**config.mk**
```make
export PLATFORM = sky130hd
export DESIGN_NAME = cpsw_top
export DESIGN_NICKNAME = d
export VERILOG_FILES = /design/src/inc/cpsw_pkg.sv /design/src/cpsw_top.sv /design/src/cpsw_mask.sv
export SDC_FILE = /design/constraint.sdc
export NUM_CORES = 1
export LEC_CHECK = 0
export BUFFER_PORTS_ARGS = -buffer_cell sky130_fd_sc_hd__buf_2
export CORE_MARGIN = 2
export CORE_UTILIZATION = 39
export DETAILED_ROUTE_END_ITERATION = 6
export GPL_TIMING_DRIVEN = 0
export MAX_ROUTING_LAYER = met4
export PLACE_DENSITY = 0.75
export SYNTH_ARGS = -nofsm -noshare
export SYNTH_HDL_FRONTEND = slang
export SYNTH_SLANG_ARGS = --single-unit
```
**constraint.sdc**
```tcl
create_clock -name clk -period 1.8 [get_ports clk]
set_input_delay 0.18 -clock clk [delete_from_list [all_inputs] [get_ports clk]]
set_output_delay 0.18 -clock clk [all_outputs]
set_load 0.02 [all_outputs]
```
**src/inc/cpsw_pkg.sv**
```systemverilog
// Purpose: Constants for the processor priority status word block
// Assumes: 16-bit register port, registers at word indices of our choosing
// Notes: Register indices and field positions of the port are our own choice
// Overview of operation
// RULE1 - Status word bits 7..5 hold the base priority level 0..7 in binary.
// RULE2 - A field value of 111 means level 7 and masks all user interrupts.
// RULE3 - Extended bit above the field forms a four-bit level, 8..15 when set.
// RULE4 - While the extended bit is 1, every user interrupt is masked.
// RULE5 - With nesting disable set, software writes to the field are ignored.
// RULE6 - Field clears at reset; a new value governs the next arbitration decision.
package cpsw_pkg;
    localparam int CPSW_AW = 4;
    localparam int CPSW_DW = 16;
    localparam logic [CPSW_AW-1:0] CPSW_ADDR_STATUS = 4'h0;
    localparam logic [CPSW_AW-1:0] CPSW_ADDR_CORE = 4'h1;
    localparam logic [CPSW_AW-1:0] CPSW_ADDR_INTCTL = 4'h2;
    localparam logic [CPSW_AW-1:0] CPSW_ADDR_LEVEL = 4'h3;
    localparam int CPSW_FLD_HI = 7;
    localparam int CPSW_FLD_LO = 5;
    localparam int CPSW_EXT_POS = 3;
    localparam int CPSW_NSTD_POS = 15;
    localparam logic [2:0] CPSW_FLD_RST = 3'h0;
    localparam logic [2:0] CPSW_FLD_MAX = 3'h7;
    localparam logic [3:0] CPSW_LVL_W = 4'h0;
    localparam logic [CPSW_DW-1:0] CPSW_ZERO = 16'h0000;
    localparam logic [CPSW_DW-1:0] CPSW_STAT_MASK = 16'h00E0;
endpackage

```
**src/cpsw_top.sv**
```systemverilog
// Purpose: Priority level part of the processor status word
// Assumes: Plain register port, read data one cycle after read strobe
// Notes: Other status word bits read as zero
//
// Design decisions made here: the strobed register port and the placing of the registers.
`timescale 1ns/100ps
module cpsw_top (
    // Clock and reset
    input wire logic clk,
    input wire logic rst_b,
    // Register port
    input wire logic [cpsw_pkg::CPSW_AW-1:0] regAddr,
    input wire logic [cpsw_pkg::CPSW_DW-1:0] regWdata,
    input wire logic regWr,
    input wire logic regRd,
    output logic [cpsw_pkg::CPSW_DW-1:0] regRdata,
    // Arbiter side
    output logic [3:0] effLevel,
    output logic userIntMask
);
    import cpsw_pkg::*;
    logic [2:0] priority_level_field_reg, priority_level_field_next;
    logic extended_priority_bit_reg, extended_priority_bit_next;
    logic nesting_disable_bit_reg, nesting_disable_bit_next;
    logic [CPSW_DW-1:0] rdata_reg, rdata_next;
    logic [3:0] levelW;
    logic maskW;
    logic fieldWrEn;
    logic coreWrEn;
    logic ctlWrEn;
    logic [2:0] wrFieldW;
    logic wrExtW;
    logic wrNestW;

    function automatic logic hit(input logic [CPSW_AW-1:0] a, input logic [CPSW_AW-1:0] b);
        hit = (a == b);
    endfunction

    // Write strobes per register index, decoded once here
    assign fieldWrEn = regWr && hit(regAddr, CPSW_ADDR_STATUS);
    assign coreWrEn = regWr && hit(regAddr, CPSW_ADDR_CORE);
    assign ctlWrEn = regWr && hit(regAddr, CPSW_ADDR_INTCTL);

    // Write data slices for the three stored fields
    assign wrFieldW = regWdata[CPSW_FLD_HI:CPSW_FLD_LO];
    assign wrExtW = regWdata[CPSW_EXT_POS];
    assign wrNestW = regWdata[CPSW_NSTD_POS];

    // Priority field next value, refused while nesting is disabled
    // The lock looks at the stored bit, so a field write in the cycle
    // right after the write that sets the lock is already refused
    always_comb begin
        priority_level_field_next = priority_level_field_reg;
        if (fieldWrEn && !nesting_disable_bit_reg) begin
            priority_level_field_next = wrFieldW; // [RULE1] [RULE5]
        end
        if (!rst_b) begin
            priority_level_field_next = CPSW_FLD_RST; // [RULE6]
        end
    end

    // Priority field register
    always_ff @(posedge clk) begin
        priority_level_field_reg <= priority_level_field_next;
    end

    // Extended level bit, held in core control
    always_comb begin
        extended_priority_bit_next = extended_priority_bit_reg;
        if (coreWrEn) begin
            extended_priority_bit_next = wrExtW; // [RULE3]
        end
        if (!rst_b) begin
            extended_priority_bit_next = 1'b0;
        end
    end

    // Extended level bit register
    always_ff @(posedge clk) begin
        extended_priority_bit_reg <= extended_priority_bit_next;
    end

    // Nesting disable bit, held in interrupt control
    always_comb begin
        nesting_disable_bit_next = nesting_disable_bit_reg;
        if (ctlWrEn) begin
            nesting_disable_bit_next = wrNestW; // [RULE5]
        end
        if (!rst_b) begin
            nesting_disable_bit_next = 1'b0;
        end
    end

    // Nesting disable register
    always_ff @(posedge clk) begin
        nesting_disable_bit_reg <= nesting_disable_bit_next;
    end

    // Read mux, unmapped reads zero
    // Data is registered, so it stands only in the cycle after the strobe
    // and the port shows zero in every other cycle
    always_comb begin
        rdata_next = CPSW_ZERO;
        if (regRd) begin
            case (regAddr)
                CPSW_ADDR_STATUS: rdata_next[CPSW_FLD_HI:CPSW_FLD_LO] = priority_level_field_reg;
                CPSW_ADDR_CORE: rdata_next[CPSW_EXT_POS] = extended_priority_bit_reg;
                CPSW_ADDR_INTCTL: rdata_next[CPSW_NSTD_POS] = nesting_disable_bit_reg;
                CPSW_ADDR_LEVEL: rdata_next = {11'h000, maskW, levelW};
                default: rdata_next = CPSW_ZERO;
            endcase
        end
        if (!rst_b) begin
            rdata_next = CPSW_ZERO;
        end
    end

    always_ff @(posedge clk) begin
        rdata_reg <= rdata_next;
    end

    // Effective level and mask, one cycle after field update
    // The arbiter sees a new field one edge after the write edge,
    // which is in time for its next decision
    cpsw_mask uMask (
        .clk(clk),
        .rst_b(rst_b),
        .fieldIn(priority_level_field_reg),
        .extBit(extended_priority_bit_reg),
        .levelOut(levelW),
        .maskOut(maskW)
    ); // [RULE6]

    // Outputs straight from registers
    assign regRdata = rdata_reg;
    assign effLevel = levelW;
    assign userIntMask = maskW;

    // Checks on the stored fields, the read port and the arbiter outputs
    // All run on the one clock; reset suspends them except the reset checks

    // A locked field never moves
    AST_LOCKED: assert property (@(posedge clk) disable iff (!rst_b) // [RULE5]
        nesting_disable_bit_reg |=> $stable(priority_level_field_reg))
        else $error("locked field changed");

    // A field write while locked is dropped
    AST_WRITE_REFUSED: assert property (@(posedge clk) disable iff (!rst_b) // [RULE5]
        fieldWrEn && nesting_disable_bit_reg
        |=> priority_level_field_reg == $past(priority_level_field_reg))
        else $error("locked field took a write");

    // A field write lands while the field is open
    AST_WRITE_TAKES: assert property (@(posedge clk) disable iff (!rst_b) // [RULE1] [RULE5]
        fieldWrEn && !nesting_disable_bit_reg
        |=> priority_level_field_reg == $past(wrFieldW))
        else $error("field write lost");

    // Core control write sets the extended bit
    AST_EXT_TAKES: assert property (@(posedge clk) disable iff (!rst_b) // [RULE3]
        coreWrEn
        |=> extended_priority_bit_reg == $past(wrExtW))
        else $error("extended bit write lost");

    // Interrupt control write sets nesting disable
    AST_NEST_TAKES: assert property (@(posedge clk) disable iff (!rst_b) // [RULE5]
        ctlWrEn
        |=> nesting_disable_bit_reg == $past(wrNestW))
        else $error("nesting disable write lost");

    // Field holds when no write addresses it
    AST_FIELD_HOLDS: assert property (@(posedge clk) disable iff (!rst_b) // [RULE1]
        !fieldWrEn
        |=> $stable(priority_level_field_reg))
        else $error("field moved without a write");

    // Extended bit holds when no write addresses it
    AST_EXT_HOLDS: assert property (@(posedge clk) disable iff (!rst_b) // [RULE3]
        !coreWrEn
        |=> $stable(extended_priority_bit_reg))
        else $error("extended bit moved without a write");

    // A new field reaches the arbiter two edges after the write
    AST_NEW_GOVERNS: assert property (@(posedge clk) disable iff (!rst_b) // [RULE6]
        fieldWrEn && !nesting_disable_bit_reg
        |=> ##1 effLevel[2:0] == $past(wrFieldW, 2))
        else $error("new level not applied");

    // With the extended bit clear, the mask follows the new field
    AST_NEW_MASKS: assert property (@(posedge clk) disable iff (!rst_b) // [RULE2] [RULE6]
        fieldWrEn && !nesting_disable_bit_reg && !extended_priority_bit_reg && !coreWrEn
        |=> ##1 userIntMask == ($past(wrFieldW, 2) == CPSW_FLD_MAX))
        else $error("new level did not set the mask");

    // Top level bit of the arbiter level is the stored extended bit
    AST_EXT_LEVEL: assert property (@(posedge clk) disable iff (!rst_b) // [RULE3]
        1'b1
        |=> effLevel[3] == $past(extended_priority_bit_reg))
        else $error("extended bit missing from level");

    // Stored extended bit masks the user interrupts
    AST_EXT_MASK_OUT: assert property (@(posedge clk) disable iff (!rst_b) // [RULE4]
        extended_priority_bit_reg
        |=> userIntMask)
        else $error("extended bit left interrupts open");

    // Status word read shows the field and zeros elsewhere
    AST_READBACK: assert property (@(posedge clk) disable iff (!rst_b) // [RULE1]
        regRd && hit(regAddr, CPSW_ADDR_STATUS)
        |=> regRdata[CPSW_FLD_HI:CPSW_FLD_LO] == $past(priority_level_field_reg)
            && (regRdata & ~CPSW_STAT_MASK) == CPSW_ZERO)
        else $error("status readback wrong");

    // Level readout shows the arbiter outputs of the strobe cycle
    AST_LEVEL_READ: assert property (@(posedge clk) disable iff (!rst_b) // [RULE3] [RULE4]
        regRd && hit(regAddr, CPSW_ADDR_LEVEL)
        |=> regRdata == {11'h000, $past(userIntMask), $past(effLevel)})
        else $error("level readout wrong");

    // Reset clears the field
    AST_RESET_ZERO: assert property (@(posedge clk) // [RULE6]
        !rst_b
        |=> priority_level_field_reg == CPSW_FLD_RST)
        else $error("field not cleared");

    // Reset clears every output
    AST_RESET_OUTS: assert property (@(posedge clk) // [RULE6]
        !rst_b
        |=> (effLevel == CPSW_LVL_W && !userIntMask && regRdata == CPSW_ZERO))
        else $error("outputs not cleared by reset");
endmodule

```
**src/cpsw_mask.sv**
```systemverilog
// Purpose: Forms effective priority and the user interrupt mask
// Assumes: Inputs are registered in the same clock domain
// Notes: Registered outputs
`timescale 1ns/100ps
module cpsw_mask (
    // Clock and reset
    input wire logic clk,
    input wire logic rst_b,
    // Level sources
    input wire logic [2:0] fieldIn,
    input wire logic extBit,
    // Results
    output logic [3:0] levelOut,
    output logic maskOut
);
    import cpsw_pkg::*;
    logic [3:0] level_reg, level_next;
    logic mask_reg, mask_next;

    // Combine extended bit with base field
    always_comb begin
        level_next = {extBit, fieldIn}; // [RULE3]
        mask_next = extBit || (fieldIn == CPSW_FLD_MAX); // [RULE2] [RULE4]
        if (!rst_b) begin
            level_next = CPSW_LVL_W;
            mask_next = 1'b0;
        end
    end

    // Register results
    always_ff @(posedge clk) begin
        level_reg <= level_next;
        mask_reg <= mask_next;
    end

    assign levelOut = level_reg;
    assign maskOut = mask_reg;

    // Extended bit masks every user interrupt on the next edge
    AST_EXT_MASKS: assert property (@(posedge clk) disable iff (!rst_b) // [RULE4]
        extBit |=> maskOut)
        else $error("extended bit did not mask");
    // Top field code masks and reports level seven
    AST_TOP_MASKS: assert property (@(posedge clk) disable iff (!rst_b) // [RULE2]
        (fieldIn == CPSW_FLD_MAX) |=> (maskOut && levelOut[2:0] == CPSW_FLD_MAX))
        else $error("level 7 did not mask");
    // Below the top code, without the extended bit, nothing is masked
    AST_LOW_OPEN: assert property (@(posedge clk) disable iff (!rst_b) // [RULE2] [RULE4]
        (!extBit && fieldIn != CPSW_FLD_MAX) |=> !maskOut)
        else $error("mask set at low level");
    // Effective level is the extended bit above the field
    AST_LEVEL_CAT: assert property (@(posedge clk) disable iff (!rst_b) // [RULE3]
        1'b1 |=> levelOut == {$past(extBit), $past(fieldIn)})
        else $error("level not concatenated");
endmodule

```
==> key figures <==
Flow run
  – Max Cap Viol: 0

GRT
  – Initial antenna violation count: 0
  – Vias in the first global route: 442
  – Tot GR Track Use: 11.4%
  – Largest net degree at the start of global routing: 11
  – First-pass GRT wire length: 1610 microns
  – Congestion Overflow GR: 0

CTS
  – Post-CTS Repair Setup Buffers: 0
  – Clock Path Buffers: 2
  – CTS tree: built
  – CTS Sinks: 19
  – Clock slew at reported path FFs: 0.10 ns
  – CTS resizes: 0
  – Worst skew pair latency: 0.29 ns
  – Clk root buf: clkbuf_4
  – Max H-tree Level: 1
  – CTS Hold Bufs: 0
  – Total CTS buffers: 3

STA
  – Final worst slack: 0.533 ns
  – Tmin final: 1.27 ns
  – RSZ-0062 raised after global routing: no
  – Fin crit share: 70.4%
  – Slew Limit Fails: 0
  – Setup_tns: 0 ns
  – Max Clock Freq: 789 MHz
  – Setup violators final: 0
  – Hold Violations, Final: 0
  – Clock skew: 0.00198 ns

Yosys
  – Simple-gate share of the synthesized area: 23.0%
  – Largest cells by area after synthesis: dfxtp_1 (55%), mux2i_1 (8.7%), buf_4 (7.7%)
  – Largest family of logic cells by synthesized area: simple AND/OR/NAND/NOR gates
  – Mux cell area share after synthesis: 8.74%
  – Part of the Yosys area used for sequential elements: 55.4%
  – Post-Synth XOR/XNOR Area: 0%
  – Post-synthesis compound-gate area fraction: 0.729%
  – Cell variety after synth: 17
  – Area of the mapped netlist: 687 sq um
  – Syn_area_per_cell: 9.67 sq um
  – Synth Register Bits: 19
  – Synth warnings: 0
  – Post-synthesis adder-cell area fraction: 0%
  – Post-synthesis cell count: 71
  – Synth top area share: 55.4%
  – Synth area leader: dfxtp_1

Floorplan
  – Row count: 15
  – Initial cell density of the core: 40.7%
  – Io pins: 45
  – Die X-Extent: 46.0 microns
  – Die Ht: 46.0 microns
  – DIE AREA: 0.00211 sq mm
  – Core outline area: 0.00169 sq mm

Detailed routing
  – DRT Wirelength: 1100 microns
  – Final ANT Viol Nets: 0
  – WL/cell: 8.83 microns
  – Drc violations: 0
  – Via count: 519
  – 1st-iter DRT viols: 4
  – Post-detailed-route via-to-cell ratio: 4.19
  – DR pass1 iterations: 4

Placement
  – Final Wtd Congestion: 0.662
  – Worst slack, placed: 0.219 ns
  – HPWL after DPL: 914 microns
  – IO buf count: 26
  – Dpl cell area: 861 sq um

Power
  – Net Switching: 0.158 mW
  – Comb power frac: 8.6%
  – Switch share: 22.8%
  – Clock Power Share: 30.4%
  – PD cells: 782 mW/mm^2
  – Peak supply drop: 0.276 mV
  – Int Power: 0.536 mW
  – Leakage: 0.491 nW
  – Total chip power: 0.694 mW
  – Flop pwr share: 61.0%

Final layout
  – Most frequent cells in the layout: buf_2 (27), dfxtp_1 (19), nand2_1 (13)
  – Post-route cell area: 887 sq um
  – Leading cell type in the layout, fill and taps excluded: buf_2
  – Fillers: 157
  – Antenna Cells: 0
  – Ratio of cells with drive above 1 in the final layout: 35.5%
  – Final layout net count: 132
  – Final Core Density: 52.5%
  – Max reg flops: 9
  – Area Overhead vs Synth: 29.1%

Worst setup path
  – Top fanout value on the critical path: 4
  – Critical path cell sequence: buf_2, or3_4, or4b_1, buf_2, mux2i_1
  – Worst setup SP type: input pin
  – Crit-path max cell delay: 0.50 ns
  – Required time worst endpoint: 1.99 ns
  – Crit path kind: in2reg
  – Capturing element type of the critical path: register
  – Crit-path slowest cell: or4b_1
  – Cell mode on critical path: buf_2
  – Reg2Reg Setup Slack: 0.57 ns
  – Crit path DAT: 1.46 ns

Status
  – Outcome: finished clean

Hold path
  – Worst hold path class: in2reg
==> stage by stage <==
step / cells / hold WS [ns]
final: 124 / 0.116
after global placement: 120 / 0.425
after floorplan: 77 / 0.319
after detailed placement: 120 / 0.429
after CTS: 124 / 0.115
after global routing: 124 / 0.126
==> critical path, delay by kind of cell <==
| family | cells | cell delay (ns) |
|---|---|---|
| mux | 1 | 0.11 |
| buf+inv | 2 | 0.27 |
| simple gates | 2 | 0.89 |
==> logic make-up (layout without fill, tap and decap cells) <==
kind of cell | Yosys count | after routing
simple gates | 30 | 30
compound gates | 1 | 1
mux | 6 | 6
buf+inv | 14 | 44
other cells | 1 | 7
flops | 19 | 19
==> metal layers <==
metal	vias up	global-route usage, %	share of wire, %
li1	280	-	-
met1	219	11.2	43
met2	18	19.2	49
met3	2	2.38	6.4
met4	0	8.57	1.7
met5	-	-	0
==> area by class of cell <==
| cell class | count | area (sq um) | share of cell area (%) |
|---|---|---|---|
| flip-flops and latches | 19 | 380 | 42.9 |
| multi-input cells | 44 | 249 | 28.1 |
| repair buffers | 26 | 130 | 14.7 |
| plain buffers | 9 | 61.3 | 6.91 |
| clock buffers | 4 | 26.3 | 2.96 |
| well taps | 17 | 21.3 | 2.40 |
| inverters | 5 | 18.8 | 2.12 |
==> synthesized netlist by cell type (all sizes together) <==
cell type  instances
and2               7
buf                8
clkbuf             1
conb               1
dfxtp             19
inv                5
mux2i              6
nand2             13
nand3              1
nor2               2
nor3               3
nor3b              1
o21ai              1
or3                1
or3b               1
or4b               1
==> power groups by stage <==
stage	registers, mW	logic (mW)	clock network (mW)
3_3_place_gp	0.433	0.0585	0
6_report	0.424	0.0594	0.211
3_5_place_dp	0.433	0.0591	0
5_1_grt	0.424	0.0647	0.221
2_1_floorplan	0.434	0.0392	0
4_1_cts	0.424	0.0593	0.211
==> worst paths after layout <==
kind / end / startpoint / depth (start not counted)
setup reg to reg: priority_level_field_reg[2] / nesting_disable_bit_reg / 3
setup / recovery: priority_level_field_reg[2] / regAddr[0] / 5
hold / removal: priority_level_field_reg[0] / regWdata[5] / 3
hold reg to reg: regRdata[6] / priority_level_field_reg[1] / 1
Note: power is estimated with default switching activity, not from simulation.
